$ cat src/rtl/sar_adc_regs.vh
// Register addresses, field positions, reset values and timing counts of the converter control
`ifndef SAR_ADC_REGS_VH
`define SAR_ADC_REGS_VH

`define ADDR_CONV_CTRL 16'h7012
`define ADDR_RESULT 16'h7014
`define ADDR_CLK_CTRL 16'h7016
`define ADDR_REF_PIN 16'h7018
`define ADDR_PIN_OUT 16'h701A

`define CTRL_START_BIT 15
`define CTRL_CHANNEL_SELECT_MSB 14
`define CTRL_CHANNEL_SELECT_LSB 12
`define CTRL_MULTI_BIT 11
`define CTRL_SINGLE_BIT 10

`define RES_BUSY_BIT 15
`define RES_CONVERTED_CHANNEL_MSB 14
`define RES_CONVERTED_CHANNEL_LSB 12
`define RES_DATA_MSB 9

`define CLK_DIV_MSB 14

`define PIN_STATUSMASK_BIT 14
`define PIN_BIAS_BIT 13
`define PIN_PWR_BIT 12
`define PIN_REFBUF_BIT 10
`define PIN_LVSEL_BIT 9
`define PIN_SUPPLYSEL_BIT 8
`define PIN_RSVD5_BIT 5
`define PIN_TOUCH_BIT 4
`define PIN_MEAS_BIT 3
`define PIN_GND_BIT 1
`define PIN_HALF_BIT 0

`define GPO_STATUS_BIT 9
`define GPO_IRQEN_BIT 8
`define GPO_EN_MSB 7
`define GPO_EN_LSB 4
`define GPO_LVL_MSB 3
`define GPO_LVL_LSB 0

`define RST_CHANNEL_SELECT 3'h0
`define RST_CLK_DIV 15'h7FFF
`define RST_CONVERTED_CHANNEL 3'h7
`define RST_DATA 10'h000
`define RST_PINS 4'h0

`define BUSY_DELAY_TICKS 4'h3
`define SAMPLE_TICKS 4'h4
`define SAMPLE_TICKS_LONG 4'h8
`define SYS_CLK_KHZ 20000
`define SAR_CLK_MAX_KHZ 2000
`define MIN_CLK_DIV ((`SYS_CLK_KHZ + `SAR_CLK_MAX_KHZ - 1) / `SAR_CLK_MAX_KHZ - 1)

`endif

$ cat src/rtl/sar_adc_pin_ref_gpo_ctrl.v
// Converter control top: CPU registers, reference and pin steering, output drivers, pen status
//
// What this block does
// [RL1] Reference bit picks supply or bandgap reference
// [RL2] Touch mode overrides the reference select bit
// [RL3] Software writes zero to reserved bit five
// [RL4] Touch mode steers references to driven pins
// [RL5] Supply measure bit closes channel three switch
// [RL6] Supply measurement needs bandgap reference and halving
// [RL7] Ground bit grounds channel zero, divides channel one
// [RL8] Halving samples half the capacitor array
// [RL9] Stylus status shows pen contact
// [RL10] Stylus enable gates pen onto interrupt line
// [RL11] Enable bits switch analog pin drivers on
// [RL12] Level bits drive enabled pins high or low
// [RL13] Software keeps converter clock at most 2MHz
// [RL14] Software starts conversion with start and channel
// [RL15] Busy rises after a start request
// [RL16] Software reads busy back before waiting
// [RL17] Completion clears busy; in single mode it enters standby and clears start one clock later
// [RL18] Result holds channel and value after completion
// [RL19] Busy rises three converter clocks after start
// [RL20] Converter clock is system clock over divider+1
// [RL21] Level select picks 0.8V or 1V bandgap
// [RL22] Touch references follow the enabled drive pair
`include "sar_adc_regs.vh"

module sar_adc_pin_ref_gpo_ctrl (
  input wire clk,
  input wire resetn,
  input wire [15:0] addr,
  input wire wrEn,
  input wire rdEn,
  input wire [15:0] wrData,
  output reg [15:0] rdData_r,
  input wire compHigh,
  input wire penDetect,
  output wire sarTick,
  output wire converterStandby,
  output wire sampleEnable,
  output wire halfArraySample,
  output wire [2:0] muxChannel,
  output wire muxChannelValid,
  output wire [9:0] trialCode,
  output reg vrefFromSupply_r,
  output reg vrefFromBandgap_r,
  output reg bandgapLevel1V_r,
  output reg vrefFromPins_r,
  output reg [1:0] vrefPosPin_r,
  output reg [1:0] vrefNegPin_r,
  output reg supplyMeasureSwitch_r,
  output reg channel0Ground_r,
  output reg channel1Divider_r,
  output reg biasPowerUp_r,
  output reg analogPowerUp_r,
  output reg refBufferEnable_r,
  output reg [3:0] pinOut_r,
  output reg [3:0] pinOe_r,
  output reg stylusIrq_r,
  output wire clkDivTooFast
);

  // Priority pick of the lowest pin in a mask, with a found flag on top
  function [2:0] pickPin;
    input [3:0] mask;
    begin
      if (mask[0])
        pickPin = 3'h4;
      else if (mask[1])
        pickPin = 3'h5;
      else if (mask[2])
        pickPin = 3'h6;
      else if (mask[3])
        pickPin = 3'h7;
      else
        pickPin = 3'h0;
    end
  endfunction

  reg conversionStart_r;
  reg [2:0] channelSelect_r;
  reg multiChannel_r;
  reg singleConv_r;
  reg [`CLK_DIV_MSB:0] converterClockDivider_r;
  reg statusMask_r;
  reg bandgapLevelSelect_r;
  reg refSupplySelect_r;
  reg touchPanelEnable_r;
  reg supplyMeasureEnable_r;
  reg channel0GroundEnable_r;
  reg halfMode_r;
  reg stylusIrqEnable_r;
  reg [3:0] driverEnable_r;
  reg [3:0] driveLevel_r;
  reg stylusDetectStatus_r;

  wire conversionBusy;
  wire clearStart;
  wire sampling;
  wire [2:0] activeChan;
  wire [2:0] convertedChannel;
  wire [9:0] conversionResult;

  wire wrCtrl = wrEn && (addr == `ADDR_CONV_CTRL);
  wire wrClk = wrEn && (addr == `ADDR_CLK_CTRL);
  wire wrRefPin = wrEn && (addr == `ADDR_REF_PIN);
  wire wrPinOut = wrEn && (addr == `ADDR_PIN_OUT);

  wire [3:0] highMask = driverEnable_r & driveLevel_r;
  wire [3:0] lowMask = driverEnable_r & ~driveLevel_r;
  wire [2:0] posPick = pickPin(highMask);
  wire [2:0] negPick = pickPin(lowMask);
  wire touchAxisFound = posPick[2] && negPick[2];

  sar_clk_div u_clk_div (
    .clk(clk),
    .resetn(resetn),
    .divider(converterClockDivider_r),
    .sarTick_r(sarTick)
  );

  sar_conv_seq u_conv_seq (
    .clk(clk),
    .resetn(resetn),
    .sarTick(sarTick),
    .startReq(conversionStart_r),
    .singleMode(singleConv_r),
    .multiCh(multiChannel_r),
    .channel_select(channelSelect_r),
    .compHigh(compHigh),
    .busy_r(conversionBusy),
    .clearStart_r(clearStart),
    .sampling_r(sampling),
    .standby_r(converterStandby),
    .activeChan_r(activeChan),
    .trial_r(trialCode),
    .resultChan_r(convertedChannel),
    .resultData_r(conversionResult)
  );

  assign sampleEnable = sampling;
  assign halfArraySample = sampling && halfMode_r; // [RL8]
  assign muxChannel = activeChan;
  assign muxChannelValid = !converterStandby && (activeChan <= 3'h5);
  assign clkDivTooFast = converterClockDivider_r < `MIN_CLK_DIV;

  // Conversion control; a software write wins over the completion clear
  always @(posedge clk)
  begin
    if (!resetn)
    begin
      conversionStart_r <= 1'b0;
      channelSelect_r <= `RST_CHANNEL_SELECT;
      multiChannel_r <= 1'b0;
      singleConv_r <= 1'b0;
    end
    else if (wrCtrl)
    begin
      conversionStart_r <= wrData[`CTRL_START_BIT];
      channelSelect_r <= wrData[`CTRL_CHANNEL_SELECT_MSB:`CTRL_CHANNEL_SELECT_LSB];
      multiChannel_r <= wrData[`CTRL_MULTI_BIT];
      singleConv_r <= wrData[`CTRL_SINGLE_BIT];
    end
    else if (clearStart)
    begin
      conversionStart_r <= 1'b0; // [RL17]
    end
  end

  always @(posedge clk)
  begin
    if (!resetn)
    begin
      converterClockDivider_r <= `RST_CLK_DIV;
    end
    else if (wrClk)
    begin
      converterClockDivider_r <= wrData[`CLK_DIV_MSB:0]; // [RL20]
    end
  end

  // Reference and pin control register; the reserved bit is not stored
  always @(posedge clk)
  begin
    if (!resetn)
    begin
      statusMask_r <= 1'b0;
      biasPowerUp_r <= 1'b0;
      analogPowerUp_r <= 1'b0;
      refBufferEnable_r <= 1'b0;
      bandgapLevelSelect_r <= 1'b0;
      refSupplySelect_r <= 1'b0;
      touchPanelEnable_r <= 1'b0;
      supplyMeasureEnable_r <= 1'b0;
      channel0GroundEnable_r <= 1'b0;
      halfMode_r <= 1'b0;
    end
    else if (wrRefPin)
    begin
      statusMask_r <= wrData[`PIN_STATUSMASK_BIT];
      biasPowerUp_r <= wrData[`PIN_BIAS_BIT];
      analogPowerUp_r <= wrData[`PIN_PWR_BIT];
      refBufferEnable_r <= wrData[`PIN_REFBUF_BIT];
      bandgapLevelSelect_r <= wrData[`PIN_LVSEL_BIT];
      refSupplySelect_r <= wrData[`PIN_SUPPLYSEL_BIT];
      touchPanelEnable_r <= wrData[`PIN_TOUCH_BIT];
      supplyMeasureEnable_r <= wrData[`PIN_MEAS_BIT];
      channel0GroundEnable_r <= wrData[`PIN_GND_BIT];
      halfMode_r <= wrData[`PIN_HALF_BIT];
    end
  end

  always @(posedge clk)
  begin
    if (!resetn)
    begin
      stylusIrqEnable_r <= 1'b0;
      driverEnable_r <= `RST_PINS;
      driveLevel_r <= `RST_PINS;
    end
    else if (wrPinOut)
    begin
      stylusIrqEnable_r <= wrData[`GPO_IRQEN_BIT];
      driverEnable_r <= wrData[`GPO_EN_MSB:`GPO_EN_LSB];
      driveLevel_r <= wrData[`GPO_LVL_MSB:`GPO_LVL_LSB];
    end
  end

  // Analog steering outputs follow the control bits one clock later
  always @(posedge clk)
  begin
    if (!resetn)
    begin
      vrefFromSupply_r <= 1'b0;
      vrefFromBandgap_r <= 1'b1;
      bandgapLevel1V_r <= 1'b0;
      vrefFromPins_r <= 1'b0;
      vrefPosPin_r <= 2'h0;
      vrefNegPin_r <= 2'h0;
      supplyMeasureSwitch_r <= 1'b0;
      channel0Ground_r <= 1'b0;
      channel1Divider_r <= 1'b0;
      pinOut_r <= `RST_PINS;
      pinOe_r <= `RST_PINS;
      stylusDetectStatus_r <= 1'b0;
      stylusIrq_r <= 1'b0;
    end
    else
    begin
      vrefFromSupply_r <= !touchPanelEnable_r && refSupplySelect_r; // [RL1] [RL2]
      vrefFromBandgap_r <= !touchPanelEnable_r && !refSupplySelect_r; // [RL1] [RL2]
      bandgapLevel1V_r <= !touchPanelEnable_r && !refSupplySelect_r
        && bandgapLevelSelect_r; // [RL21]
      vrefFromPins_r <= touchPanelEnable_r && touchAxisFound; // [RL4] [RL22]
      if (touchPanelEnable_r && touchAxisFound)
      begin
        vrefPosPin_r <= posPick[1:0]; // [RL4] [RL22]
        vrefNegPin_r <= negPick[1:0]; // [RL4] [RL22]
      end
      supplyMeasureSwitch_r <= supplyMeasureEnable_r; // [RL5]
      channel0Ground_r <= channel0GroundEnable_r; // [RL7]
      channel1Divider_r <= channel0GroundEnable_r; // [RL7]
      pinOe_r <= driverEnable_r; // [RL11]
      pinOut_r <= driveLevel_r & driverEnable_r; // [RL12]
      stylusDetectStatus_r <= penDetect; // [RL9]
      stylusIrq_r <= penDetect && stylusIrqEnable_r; // [RL10]
    end
  end

  // Read port: data appears the clock after rdEn; unmapped addresses read zero
  always @(posedge clk)
  begin
    if (!resetn)
    begin
      rdData_r <= 16'h0000;
    end
    else if (rdEn)
    begin
      rdData_r <= 16'h0000;
      case (addr)
        `ADDR_CONV_CTRL:
        begin
          rdData_r[`CTRL_START_BIT] <= conversionStart_r;
          rdData_r[`CTRL_CHANNEL_SELECT_MSB:`CTRL_CHANNEL_SELECT_LSB] <= channelSelect_r;
          rdData_r[`CTRL_MULTI_BIT] <= multiChannel_r;
          rdData_r[`CTRL_SINGLE_BIT] <= singleConv_r;
        end
        `ADDR_RESULT:
        begin
          rdData_r[`RES_BUSY_BIT] <= conversionBusy && !statusMask_r; // [RL15]
          rdData_r[`RES_CONVERTED_CHANNEL_MSB:`RES_CONVERTED_CHANNEL_LSB] <= statusMask_r ? 3'h0 : convertedChannel;
          rdData_r[`RES_DATA_MSB:0] <= conversionResult; // [RL18]
        end
        `ADDR_CLK_CTRL:
        begin
          rdData_r[`CLK_DIV_MSB:0] <= converterClockDivider_r;
        end
        `ADDR_REF_PIN:
        begin
          rdData_r[`PIN_STATUSMASK_BIT] <= statusMask_r;
          rdData_r[`PIN_BIAS_BIT] <= biasPowerUp_r;
          rdData_r[`PIN_PWR_BIT] <= analogPowerUp_r;
          rdData_r[`PIN_REFBUF_BIT] <= refBufferEnable_r;
          rdData_r[`PIN_LVSEL_BIT] <= bandgapLevelSelect_r;
          rdData_r[`PIN_SUPPLYSEL_BIT] <= refSupplySelect_r;
          rdData_r[`PIN_RSVD5_BIT] <= 1'b0; // [RL3]
          rdData_r[`PIN_TOUCH_BIT] <= touchPanelEnable_r;
          rdData_r[`PIN_MEAS_BIT] <= supplyMeasureEnable_r;
          rdData_r[`PIN_GND_BIT] <= channel0GroundEnable_r;
          rdData_r[`PIN_HALF_BIT] <= halfMode_r;
        end
        `ADDR_PIN_OUT:
        begin
          rdData_r[`GPO_STATUS_BIT] <= stylusDetectStatus_r; // [RL9]
          rdData_r[`GPO_IRQEN_BIT] <= stylusIrqEnable_r;
          rdData_r[`GPO_EN_MSB:`GPO_EN_LSB] <= driverEnable_r;
          rdData_r[`GPO_LVL_MSB:`GPO_LVL_LSB] <= driveLevel_r;
        end
        default:
        begin
          rdData_r <= 16'h0000;
        end
      endcase
    end
  end

endmodule // sar_adc_pin_ref_gpo_ctrl

$ cat src/rtl/sar_clk_div.v
// Converter clock tick generator: one tick every divider plus one system clocks
`include "sar_adc_regs.vh"

module sar_clk_div (
  input wire clk,
  input wire resetn,
  input wire [`CLK_DIV_MSB:0] divider,
  output reg sarTick_r
);

  reg [`CLK_DIV_MSB:0] count_r;

  always @(posedge clk)
  begin
    if (!resetn)
    begin
      count_r <= 15'h0000;
      sarTick_r <= 1'b0;
    end
    else if (count_r >= divider)
    begin
      count_r <= 15'h0000; // [RL20]
      sarTick_r <= 1'b1;
    end
    else
    begin
      count_r <= count_r + 15'h0001;
      sarTick_r <= 1'b0;
    end
  end

endmodule // sar_clk_div

$ cat src/rtl/sar_conv_seq.v
// Conversion sequencer: start delay, sampling, ten successive approximation steps, result
`include "sar_adc_regs.vh"

module sar_conv_seq (
  input wire clk,
  input wire resetn,
  input wire sarTick,
  input wire startReq,
  input wire singleMode,
  input wire multiCh,
  input wire [2:0] channel_select,
  input wire compHigh,
  output reg busy_r,
  output reg clearStart_r,
  output reg sampling_r,
  output reg standby_r,
  output reg [2:0] activeChan_r,
  output reg [`RES_DATA_MSB:0] trial_r,
  output reg [2:0] resultChan_r,
  output reg [`RES_DATA_MSB:0] resultData_r
);

  localparam IDLE = 3'h0;
  localparam DELAY = 3'h1;
  localparam SAMPLE = 3'h2;
  localparam CONVERT = 3'h3;
  localparam FINISH = 3'h4;

  reg [2:0] state_r;
  reg [3:0] ticks_r;
  reg [`RES_DATA_MSB:0] mask_r;
  wire [`RES_DATA_MSB:0] kept = compHigh ? trial_r : (trial_r & ~mask_r);

  always @(posedge clk)
  begin
    if (!resetn)
    begin
      state_r <= IDLE;
      ticks_r <= 4'h0;
      mask_r <= 10'h000;
      trial_r <= 10'h000;
      busy_r <= 1'b0;
      clearStart_r <= 1'b0;
      sampling_r <= 1'b0;
      standby_r <= 1'b1;
      activeChan_r <= `RST_CONVERTED_CHANNEL;
      resultChan_r <= `RST_CONVERTED_CHANNEL;
      resultData_r <= `RST_DATA;
    end
    else
    begin
      clearStart_r <= 1'b0;
      case (state_r)
        IDLE:
        begin
          if (startReq)
          begin
            state_r <= DELAY;
            standby_r <= 1'b0;
            ticks_r <= 4'h0;
            activeChan_r <= channel_select;
          end
        end
        DELAY:
        begin
          if (!startReq)
          begin
            state_r <= IDLE;
            standby_r <= 1'b1;
          end
          else if (sarTick)
          begin
            if (ticks_r == `BUSY_DELAY_TICKS - 4'h1)
            begin
              busy_r <= 1'b1; // [RL15] [RL19]
              sampling_r <= 1'b1;
              ticks_r <= 4'h0;
              state_r <= SAMPLE;
            end
            else
            begin
              ticks_r <= ticks_r + 4'h1;
            end
          end
        end
        SAMPLE:
        begin
          if (sarTick)
          begin
            if (ticks_r == (multiCh ? `SAMPLE_TICKS_LONG : `SAMPLE_TICKS) - 4'h1)
            begin
              sampling_r <= 1'b0;
              mask_r <= 10'h200;
              trial_r <= 10'h200;
              state_r <= CONVERT;
            end
            else
            begin
              ticks_r <= ticks_r + 4'h1;
            end
          end
        end
        CONVERT:
        begin
          if (sarTick)
          begin
            mask_r <= mask_r >> 1;
            trial_r <= kept | (mask_r >> 1);
            if (mask_r == 10'h001)
            begin
              resultData_r <= kept; // [RL18]
              resultChan_r <= activeChan_r;
              state_r <= FINISH;
            end
          end
        end
        FINISH:
        begin
          busy_r <= 1'b0; // [RL17]
          ticks_r <= 4'h0;
          if (singleMode || !startReq)
          begin
            clearStart_r <= singleMode;
            standby_r <= 1'b1;
            state_r <= IDLE;
          end
          else
          begin
            activeChan_r <= channel_select;
            state_r <= DELAY;
          end
        end
        default:
        begin
          state_r <= IDLE;
          busy_r <= 1'b0;
          sampling_r <= 1'b0;
          standby_r <= 1'b1;
        end
      endcase
    end
  end

endmodule // sar_conv_seq

$ cat config.mk
export PLATFORM = sky130hd
export DESIGN_NAME = sar_adc_pin_ref_gpo_ctrl
export DESIGN_NICKNAME = d
export VERILOG_FILES = /design/src/rtl/sar_adc_pin_ref_gpo_ctrl.v /design/src/rtl/sar_clk_div.v /design/src/rtl/sar_conv_seq.v
export VERILOG_INCLUDE_DIRS = /design/src /design/src/rtl
export SDC_FILE = /design/constraint.sdc
export NUM_CORES = 1
export LEC_CHECK = 0
export BUFFER_PORTS_ARGS = -buffer_cell sky130_fd_sc_hd__clkbuf_2
export CAP_MARGIN = 40
export CORE_UTILIZATION = 31
export CTS_BUF_LIST = sky130_fd_sc_hd__clkbuf_8
export CTS_CLUSTER_DIAMETER = 150
export DETAILED_ROUTE_END_ITERATION = 6
export PLACE_DENSITY_LB_ADDON = 0.25
export SLEW_MARGIN = 10
export SYNTH_ARGS = -nofsm -noshare
export SYNTH_HDL_FRONTEND = slang
export SYNTH_SLANG_ARGS = --single-unit
$ cat constraint.sdc
create_clock -name clk -period 2.17 [get_ports clk]
set_input_delay 0.5425 -clock clk [delete_from_list [all_inputs] [get_ports clk]]
set_output_delay 0.5425 -clock clk [all_outputs]
set_load 0.01 [all_outputs]
==> results of run 1 <==
[worst paths after layout]
check	to	slack (ps)	cells past startpoint
max	clkDivTooFast	70	4
min	stylusDetectStatus_r	330	2
max reg2reg	u_clk_div.count_r[12]	130	9
min reg2reg	rdData_r[5]	460	2
[placed cells by master, fill, tap and decap left out, types with 9 or more instances in the layout]
cell type	n
sky130_fd_sc_hd__dfxtp_1	131
sky130_fd_sc_hd__nand2_1	119
sky130_fd_sc_hd__clkbuf_2	94
sky130_fd_sc_hd__a21oi_1	77
sky130_fd_sc_hd__nand3_1	51
sky130_fd_sc_hd__nor2_1	48
sky130_fd_sc_hd__buf_4	45
sky130_fd_sc_hd__o21ai_0	36
sky130_fd_sc_hd__inv_1	35
sky130_fd_sc_hd__clkbuf_8	19
sky130_fd_sc_hd__ha_1	18
sky130_fd_sc_hd__and2_1	12
sky130_fd_sc_hd__mux2i_1	12
sky130_fd_sc_hd__a211oi_1	11
sky130_fd_sc_hd__a221oi_1	11
sky130_fd_sc_hd__a22o_1	9
sky130_fd_sc_hd__nor3_1	9
[layer usage]
metal | vias up | share of wire, %
met5 | - | 0
met4 | 0 | 1.7
met3 | 24 | 5.8
met2 | 161 | 45
met1 | 2643 | 47
li1 | 2873 | -
[sequential cells by signal, indices dropped and copies added (netlist names), 4 cells and up]
register / flops
driveLevel_r: 4
u_conv_seq.mask_r: 10
driverEnable_r: 4
rdData_r: 16
pinOe_r: 4
pinOut_r: 4
u_conv_seq.ticks_r: 4
u_conv_seq.trial_r: 10
converterClockDivider_r: 15
u_conv_seq.resultData_r: 10
u_clk_div.count_r: 15
[kinds of logic after synthesis]
family,share of synthesized area [%]
compound gates,18.5
xor+xnor,1.96
fa+ha+maj,3.59
buf+inv,5.13
flops,44.4
mux,1.92
simple gates,24.5
[per-stage QoR]
stage / setup TNS, ps / std cells / area (µm²)
floorplan: 0 / 738 / 6270
global placement: -2940 / 1103 / 7240
detailed placement: -3280 / 1103 / 7240
CTS: -80.3 / 1138 / 7780
global route: -36.1 / 1138 / 7780
finish: 0 / 1138 / 7780
[area by class of cell]
class / count / share of cell area [%]
clock buffer: 19 / 3.36
clock inverter: 12 / 2.20
inverter: 36 / 1.74
multi-input combinational: 525 / 41.5
sequential: 139 / 36.0
tap: 265 / 4.26
timing repair buffer: 142 / 11.0
[repair_timing]
item,4_1_cts,5_1_grt
gates resized for setup,20,1
hold endpoints to repair,0,0
pin swaps,5,1
setup buffers,4,0
endpoints found under the setup margin,1,1
[power by group]
| part | switching [µW] | internal (µW) | leakage [µW] | total, µW |
|---|---|---|---|---|
| clock network | 1000 | 1300 | 0.000219 | 2310 |
| logic | 143 | 97.4 | 0.00193 | 240 |
| registers | 43.5 | 2570 | 0.00112 | 2620 |
| total | 1190 | 3970 | 0.00327 | 5160 |
[worst register-to-register path, cell delays in order (launching register included)]
cell and delay (ps):
sky130_fd_sc_hd__dfxtp_4 370, sky130_fd_sc_hd__buf_4 130, sky130_fd_sc_hd__inv_1 50, sky130_fd_sc_hd__ha_1 290
sky130_fd_sc_hd__nand4_1 120, sky130_fd_sc_hd__o221a_2 300, sky130_fd_sc_hd__o21a_1 190, sky130_fd_sc_hd__a32oi_1 150
sky130_fd_sc_hd__buf_4 240, sky130_fd_sc_hd__nor2_1 80
==> results list, run 1 <==
- In this run the worst hold path is classified as in -> reg.
* Final min period: 2100 ps
- Clock sinks: 139
* Total routing resource utilization after global routing: 17.7%
- Post-CTS clock slew at the launch and capture registers of the worst setup and hold paths: 80 ps
- Cell breakdown of the critical path: nor4_4, nand3_2, nor4_4, buf_2
* Pwr dens: 663 mW/mm²
* Startpoint of the tightest hold check path: penDetect
- From bottom edge to top edge, the die measures 144 µm.
* Met1 layer usage reported by global route: 24.1%
* Leak Pwr: 0.00327 µW
- Launching instance or port of the critical path: converterClockDivider_r[10]
- For this run, global-route usage on met2 was measured as 26.6%.
- Sequential cells were found to cover 44.4% of the synthesized design area.
* Total grt overflow: 0
* Yosys synthesis warning count: 0
- The first global-routing pass estimated 27900 µm of wire.
- Die W: 144 µm
* Die ar.: 0.0208 mm²
* Wire per inst: 15.5 µm
* Count of buffer and inverter cells on the critical path: 1
- Crit Path Category: reg -> out
* Most instantiated flip-flop cell in the synthesis netlist: sky130_fd_sc_hd__dfxtp_1
- Final slew viol count: 0
- Number of filler cells placed in the layout: 2045
- The congestion estimate from routability-driven global placement came to 0.833.
- In this run the deepest clock path goes through 2 buffers.
- The tool flagged a number of max-cap violations equal to 0.
- First-pass detailed-route iteration total: 4
- After floorplanning, the core was sized to cover 0.0197 mm².
- Crit-path max cell delay: 360 ps
- Post-layout utilization of the core: 39.6%
- Wires add up to 17600 µm.
- Pin count of the biggest net entering global routing: 32
- The most numerous cell type found on the critical path is sky130_fd_sc_hd__nor4_4.
* Starting density of the core: 31.9%
- Post-route setup slack: 72.6 ps
- TritonCTS clock tree: built
* Number of core rows: 51
* Number of levels the H-tree was split into: 4
* Cell type contributing the most total cell area after synthesis: sky130_fd_sc_hd__dfxtp_1
* Final worst-path cycle share: 96.7%
- Via count of the first global-routing pass: 5151
- Detailed placement HPWL: 13100 µm
* Family with the most delay on the worst path: simple AND/OR/NAND/NOR gates
- Total power: 5160 µW
- Maximum achievable frequency: 477 MHz
- After detailed routing, the number of vias per cell comes to 5.01.
- Cell count after synthesis: 738
* Setup repair after global routing missed its margin: true
- The detail route stage leaves a number of antenna-violating nets equal to 0.
- Counting instances in the post-synthesis netlist gives the leading cell types as 139 x sky130_fd_sc_hd__dfxtp_1, 119 x sky130_fd_sc_hd__nand2_1, 77 x sky130_fd_sc_hd__a21oi_1, 52 x sky130_fd_sc_hd__nand3_1, 48 x sky130_fd_sc_hd__nor2_1.
- Post-Route Hold Slack: 327 ps
- For this design, the slowest cell found on the critical path is sky130_fd_sc_hd__dfxtp_4.
- Busiest layer in global routing: met2
- The startpoint identified for the worst register-to-register timing path is converterClockDivider_r[5].
* Footprint of the multi-input gates: 0.00323 mm²
- Synthesis inferred 139 register bits.
- During placement, the flow inserted port buffers numbering 95.
- After synthesis, the share of flip-flops with an asynchronous set or reset is 0%.
- Arrival time of the worst setup path: 1550 ps
* Violation count after the first detailed-route iteration: 397
- The routed layout has 5701 vias.
- The synthesized netlist contains 60 unique library cells.
* Share of the synthesized area in the top cell type: 44.4%
- TritonCTS created 17 clock buffers.
* Number of top-level pins: 96
- After clock tree synthesis, the flow added hold-fix buffers numbering 0.
- Critical path launch point type: flip-flop
- Summing every instance area after synthesis gives 0.00627 mm².
* Outcome: complete, no violations
- Global routing used 4.67% of the available met3 tracks.
- Compared with the post-synthesis result, the final layout area differs by 24.2%.
- Along the worst path, the maximum fanout reaches 2.
* Clock latency of the later-clocked register in the worst-skew pair: 440 ps
- Peak supply drop: 0.000290 V
- At the end of the flow, the number of nets in the layout was 917.
- For this run, design rule violations remaining after detail routing come to 0.
* Worst setup slack after placement: -121 ps
- Setup violations remaining at the end of the flow were counted as 0.
- Clk Tree Root Cell: sky130_fd_sc_hd__clkbuf_8
- Number of flops mapped to enable cells by yosys: 0
* Required arrival time at the worst endpoint: 1630 ps
- Measured against its own limit, the worst slew margin works out to 62.8%.
* Syn Nets: 794
- The initial antenna violation count was 0.
* Final clock skew: 11.0 ps
* Capturing element type of the critical path: output port
* Most frequent cell after synthesis: sky130_fd_sc_hd__dfxtp_1
* Syn avg cell area: 8.49 µm²
- Storage element area: 0.00280 mm²
- Actual transition at the worst max-transition pin: 557 ps
- 0 antenna diodes ended up in the layout.
- After synthesis, the cell types taking the most area are sky130_fd_sc_hd__dfxtp_1 44%, sky130_fd_sc_hd__nand2_1 7.1%, sky130_fd_sc_hd__a21oi_1 6.1%.
- The final count of hold timing violations is 0.
- In the final layout, the share of cells above drive strength 1 is 23.7%.
No activity file was read; power rests on OpenSTA's default activity.
==> run 2, diff against run 1 <==
--- a/config.mk
+++ b/config.mk
@@ -13,6 +13,7 @@
 export CTS_CLUSTER_DIAMETER = 150
 export DETAILED_ROUTE_END_ITERATION = 6
 export PLACE_DENSITY_LB_ADDON = 0.25
+export SETUP_SLACK_MARGIN = 0.2
 export SLEW_MARGIN = 10
 export SYNTH_ARGS = -nofsm -noshare
 export SYNTH_HDL_FRONTEND = slang
==> run 2 against run 1 <==
Net effect: the flow now finishes with violations (negative setup slack); critical endpoint unchanged; non-clock buffer count rose by 1; sequential share of layout area fell by 1.3 points; combinational power rose by 30%; via count fell by 0.37%; total power fell by 2.7%.
==> results list, run 2 (synthesis results as in run 1) <==
- Measured along the y axis, the die boundary spans 144 µm.
- Worst hold-check path type: in -> reg
- The number of global-route vias before repair came to 5189.
- After clock tree synthesis, the flow added hold-fix buffers numbering 0.
- For flop-to-flop paths, the worst setup slack is 140 ps.
- The critical path starts at converterClockDivider_r[6].
- Number of flip-flops under the largest register name: 16
- Row generation in the floorplan step produced 51 rows.
- Drt via density: 4.98
* Crit Path Category: reg -> out
- The register with the most flip-flops in the final layout is rdData_r.
* Required arrival time at the worst endpoint: 1630 ps
* Fraction of final layout cells sized beyond drive strength 1: 27.7%
* Leak Pwr: 0.00330 µW
* Worst setup slack after placement: -133 ps
* Number of vias after detailed routing: 5680
* Most used cells in the layout excluding fill and tap cells: 129 x sky130_fd_sc_hd__dfxtp_1, 117 x sky130_fd_sc_hd__nand2_1, 94 x sky130_fd_sc_hd__clkbuf_2
- Number of top-level pins: 96
- Startpoint of the tightest hold check path: wrData[6]
- Pwr dens: 622 mW/mm²
- The initial antenna violation count is 0.
* Pin count of the biggest net entering global routing: 65
- Peak supply drop: 0.000303 V
- The die covers 0.0208 mm².
- Total clock buffers created by CTS: 17
- The flow ran to the end, but the final reports show violations.
- Actual transition at the worst max-transition pin: 538 ps
- Clock latency on the worst-skew pair, taken at its later pin, is 450 ps.
- The largest registers in the layout are rdData_r x16, converterClockDivider_r x15, u_clk_div.count_r x15.
- Terminus of the critical flop-to-flop path: u_clk_div.count_r[4]
* Final Setup Violations: 1
- The first global-routing pass estimated 27800 µm of wire.
- Fraction of power spent switching nets: 25.3%
- Final slew viol count: 0
- The library cell used most frequently in the layout, excluding fill and tap cells, is sky130_fd_sc_hd__dfxtp_1.
- The repair_antennas step left the layout with diodes totalling 0.
- Setup repair after global routing could not meet its margin everywhere.
- In this run the critical register-to-register path is launched from converterClockDivider_r[4].
- Die W: 144 µm
- Number of levels the H-tree was split into: 4
* Final min period: 2170 ps
- STA classifies the critical path endpoint as an output port.
- The internal power of the cells totals 3760 µW.
- Critical path launch point type: flip-flop
* Post-Route Hold Slack: 326 ps
* Clock network fraction of total power: 41.7%
* Worst Path Max Fanout: 3
- After layout, the worst path uses 100% of the clock period.
- Clock skew on the completed layout was measured at 17.8 ps.
- TritonCTS built the clock tree.
- Maximum achievable frequency: 460 MHz
- Wires add up to 17800 µm.
- Number of I/O port buffers: 95
- Post-detailed-route DRC marker count: 0
* Count of nets left with antenna violations after detail routing: 0
- For this design the total switching power over the nets is 1270 µW.
* Starting density of the core: 31.9%
- Worst relative slew slack: 64.1%
* Total grt overflow: 0
- Summed over all nets, the half-perimeter wirelength after detailed placement is 12900 µm.
- After layout, the worst setup slack is -2.04 ps.
* Number of stages on the worst hold path: 3
- Adding up every negative setup slack in the final design gives -2.04 ps.
- The final reports fail on negative setup slack.
- Combinational group share of total power: 6.2%
* Clk Tree Root Cell: sky130_fd_sc_hd__clkbuf_8
- The longest clock path from root to sink contains 2 buffers.
- After detailed routing, the average wire length per cell comes to 15.6 µm.
- At the end of routability-driven placement, the weighted congestion stood at 0.769.
* Path depth of the worst reg2reg path: 9
- Relative area change from synthesis to final layout: 29.0%
- Violation count after the first detailed-route iteration: 288
- The region available for standard cell placement spans 0.0197 mm².
- Post-CTS clock slew at the launch and capture registers of the worst setup and hold paths: 80 ps
- Count of nets after finishing: 918
- Sequential fraction of design power: 52.0%
- The path with the worst hold slack has its endpoint at driverEnable_r[2].
* First-pass detailed-route iteration total: 5
- The tool flagged a number of max-cap violations equal to 0.
* Arrival time of the worst setup path: 1630 ps
- Clock sinks: 139
- Post-layout utilization of the core: 41.1%
- Total count of hold-check failures in the final report: 0
- Total routing resource utilization after global routing: 17.4%
==> run 2: routing by layer <==
layer	share of wire (%)	vias up	track usage (%)
li1	-	2873	-
met1	48	2629	23.6
met2	45	159	27.0
met3	5.2	19	3.77
met4	1.8	0	6.65
met5	0	-	0
==> run 2: through the flow <==
step / instances / total power [µW] / area, µm²
finish: 1140 / 5030 / 8090
global route: 1140 / 5240 / 8090
CTS: 1137 / 5030 / 7780
detailed placement: 1105 / 2920 / 7350
global placement: 1105 / 2930 / 7350
floorplan: 738 / 2800 / 6330
==> run 2: worst max path at each step <==
stage                                 end  slack [ps]  depth (start not counted)
2_1_floorplan           conversionStart_r          90                          7
3_3_place_gp   converterClockDivider_r[1]        -120                          7
3_5_place_dp   converterClockDivider_r[7]        -130                          7
4_1_cts                     clkDivTooFast        -100                          5
5_1_grt                     clkDivTooFast         -80                          4
6_report                    clkDivTooFast          -2                          5
==> run 2: final cells by class <==
cell class	count	area (µm²)
clock buffers	18	248
fillers	2025	11600
inverters	36	135
repair buffers	143	945
flip-flops and latches	139	2800
clock inverters	14	146
multi-input cells	525	3480
well taps	265	332
==> run 2: critical path, cell delays in order, from the launching register on <==
cell and delay, ps:
sky130_fd_sc_hd__dfxtp_2 330, sky130_fd_sc_hd__buf_6 130, sky130_fd_sc_hd__nor4_4 210, sky130_fd_sc_hd__nand3_2 130, sky130_fd_sc_hd__nor4_4 200, sky130_fd_sc_hd__buf_2 180
==> run 2: timing repair <==
item / CTS / global route
gates cloned: 0 / 1
endpoints found under the hold margin: 0 / 0
pin swaps: 1 / 9
gates resized for setup: 7 / 61
setup buffers: 0 / 2
endpoints found under the setup margin: 18 / 17
==> run 2: power groups by stage <==
stage	Clock, µW	Sequential [µW]	Combinational, µW
4_1_cts	2160	2620	251
6_report	2100	2620	313
5_1_grt	2280	2620	346
2_1_floorplan	0	2670	139
3_5_place_dp	0	2680	249
3_3_place_gp	0	2680	248
==> run 3, diff against run 2 <==
--- a/config.mk
+++ b/config.mk
@@ -14,6 +14,7 @@
 export DETAILED_ROUTE_END_ITERATION = 6
 export PLACE_DENSITY_LB_ADDON = 0.25
 export SETUP_SLACK_MARGIN = 0.2
+export SKIP_CTS_REPAIR_TIMING = 1
 export SLEW_MARGIN = 10
 export SYNTH_ARGS = -nofsm -noshare
 export SYNTH_HDL_FRONTEND = slang
==> constraint.sdc (replaced) <==
create_clock -name clk -period 1.9 [get_ports clk]
set_input_delay 0.475 -clock clk [delete_from_list [all_inputs] [get_ports clk]]
set_output_delay 0.475 -clock clk [all_outputs]
set_load 0.01 [all_outputs]
==> run 3 against run 2 <==
Net effect: the flow still finishes with violations (negative setup slack); worst setup slack got worse by 360 ps; highest routed layer unchanged; combinational power increased by 20%; total power increased by 20%.
==> results list, run 3 (synthesis results as in run 1) <==
* Outcome: finished, violations left
* Violations in the final reports: negative setup slack
- Crit Path Category: reg -> out
- The first global-routing pass estimated 28100 µm of wire.
* Maximum achievable frequency: 442 MHz
- The layout has 1956 filler cells.
- In the global route stage, overall resource usage came out at 17.8%.
- Register with the most flip-flops: rdData_r
* Slack of the worst reg-to-reg path: -50 ps
* Starting density of the core: 31.9%
* Violation count after the first detailed-route iteration: 334
- Final worst-path cycle share: 119%
- Count of nets left with antenna violations after detail routing: 0
- Launching instance or port of the critical path: converterClockDivider_r[4]
- Post-route setup slack: -360 ps
* Clock latency of the later-clocked register in the worst-skew pair: 460 ps
- Path depth of the worst reg2reg path: 8
- Worst setup slack after placement: -325 ps
- After detailed routing, the average wire length per cell comes to 15.5 µm.
- In the layout the commonest cells are 124 x sky130_fd_sc_hd__dfxtp_1, 97 x sky130_fd_sc_hd__nand2_1, 90 x sky130_fd_sc_hd__clkbuf_2.
- The number of global-route vias before repair came to 5269.
- The worst hold path passes through 3 cells.
- Count of maximum capacitance violations: 0
- Post-detailed-routing wire length: 18400 µm
- STA classifies the critical path startpoint as a flip-flop.
* Number of flip-flops under the largest register name: 16
- The final count of hold timing violations came to 0.
- At the end of routability-driven placement, the weighted congestion stood at 0.797.
* Relative area change from synthesis to final layout: 40.8%
- Actual transition at the worst max-transition pin: 490 ps
* Leak Pwr: 0.00366 µW
- The critical path ends at clkDivTooFast.
- Pwr dens: 684 mW/mm²
- The path class of the tightest hold or removal check is in -> reg.
- Final min period: 2260 ps
- TritonCTS clock tree: built
- In this run the critical register-to-register path is launched from converterClockDivider_r[4].
* Fraction of final layout cells sized beyond drive strength 1: 37.0%
* Detailed placement HPWL: 13400 µm
* Regs by FF count: rdData_r x16, converterClockDivider_r x15, u_clk_div.count_r x15
- Met1 layer usage reported by global route: 24.5%
- Before antenna repair, the detailed router went through 6 iterations.
- Clock sinks: 139
- Terminus of the critical flop-to-flop path: u_clk_div.count_r[3]
- STA classifies the critical path endpoint as an output port.
- Total clock buffers created by CTS: 17
- Setup repair after global routing could not meet its margin everywhere.
- Vertical die dimension: 144 µm
- Leaving out fill and tap cells, the most frequent cell in the layout is sky130_fd_sc_hd__dfxtp_1.
* Final clock skew: 15.2 ps
- Final slew viol count: 0
* Total grt overflow: 0
- In the global route stage, met3 resource usage came out at 4.27%.
- Global routing consumed, on the met2 layer, 26.6% of the routing resources.
- Entering global routing, the biggest net connects 35 pins.
- Post-Route Setup TNS: -879 ps
- Number of I/O port buffers: 95
- 96 I/O pins were placed.
* Post-detailed-route DRC marker count: 0
- The floorplan step defined a core boundary enclosing 0.0197 mm².
- The final layout contains 963 nets.
- Drt via density: 4.92
* Required arrival time at the worst endpoint: 1420 ps
- After floorplanning, the core was divided into 51 placement rows.
* Busiest layer in global routing: met2
- Clk buf depth: 2
- Along the worst path, the maximum fanout reaches 3.
- Summing over every cut layer, the via total after detailed routing is 5836.
- Peak supply drop: 0.000479 V
- In this run the horizontal extent of the chip is 144 µm.
- The initial antenna violation count was 1.
- Worst relative slew slack: 67.2%
* Final Setup Violations: 16
* Arrival time of the worst setup path: 1790 ps
- Post-CTS clock slew at the launch and capture registers of the worst setup and hold paths: 80 ps
* Number of levels the H-tree was split into: 4
* Clk Tree Root Cell: sky130_fd_sc_hd__clkbuf_8
- Across all hold checks on the routed design, the worst slack comes to 270 ps.
- Die ar.: 0.0208 mm²
[run 3: changes by cell type in the layout (fill, tap and decap cells not counted), sizes merged]
cell and delta:
inv +2, clkinv -3, clkbuf -4, bufinv +2, diode +1, buf +48
[run 3: worst min path at each step]
stage,start,endpoint,slack [ps]
3_5_place_dp,rdData_r[1],rdData_r[1],440
4_1_cts,wrData[2],driveLevel_r[2],250
2_1_floorplan,u_clk_div.count_r[0],u_clk_div.count_r[0],440
3_3_place_gp,rdData_r[4],rdData_r[4],440
5_1_grt,wrData[5],driverEnable_r[1],260
6_report,wrData[2],driveLevel_r[2],270
[run 3: critical path, stage by stage (launching register included)]
cell and delay, ps:
sky130_fd_sc_hd__dfxtp_2 360, sky130_fd_sc_hd__nor4_4 300, sky130_fd_sc_hd__nand3_2 130, sky130_fd_sc_hd__nor4_4 290
sky130_fd_sc_hd__buf_4 170, sky130_fd_sc_hd__buf_6 90
[run 3: layer usage]
layer	vias to the layer above	part of all wire (%)
met4	0	2.4
li1	2970	-
met5	-	0
met2	127	45
met1	2711	47
met3	28	5.1
[run 3: where the power goes]
part           switching (µW)  total [µW]  internal [µW]
sequential               20.2        2960           2940
combinational             212         377            165
clock                    1240        2700           1460
total                    1470        6040           4560
[run 3: through the flow]
stage	util, %	instances	cell area (µm²)	power (µW)
2_1_floorplan	-	738	6360	3200
3_3_place_gp	38.9	1142	7650	3380
3_5_place_dp	39.0	1143	7660	3380
4_1_cts	41.3	1175	8110	6070
5_1_grt	44.9	1185	8820	6270
6_report	44.9	1186	8820	6040
[run 3: layout make-up]
class | instances | area (µm²) | share of cell area, %
antenna | 1 | 2.50 | 0.0284
clock buffer | 17 | 234 | 2.65
clock inverter | 15 | 213 | 2.41
inverter | 36 | 135 | 1.53
multi-input combinational | 525 | 3720 | 42.1
sequential | 139 | 2800 | 31.7
tap | 265 | 332 | 3.76
timing repair buffer | 188 | 1390 | 15.8
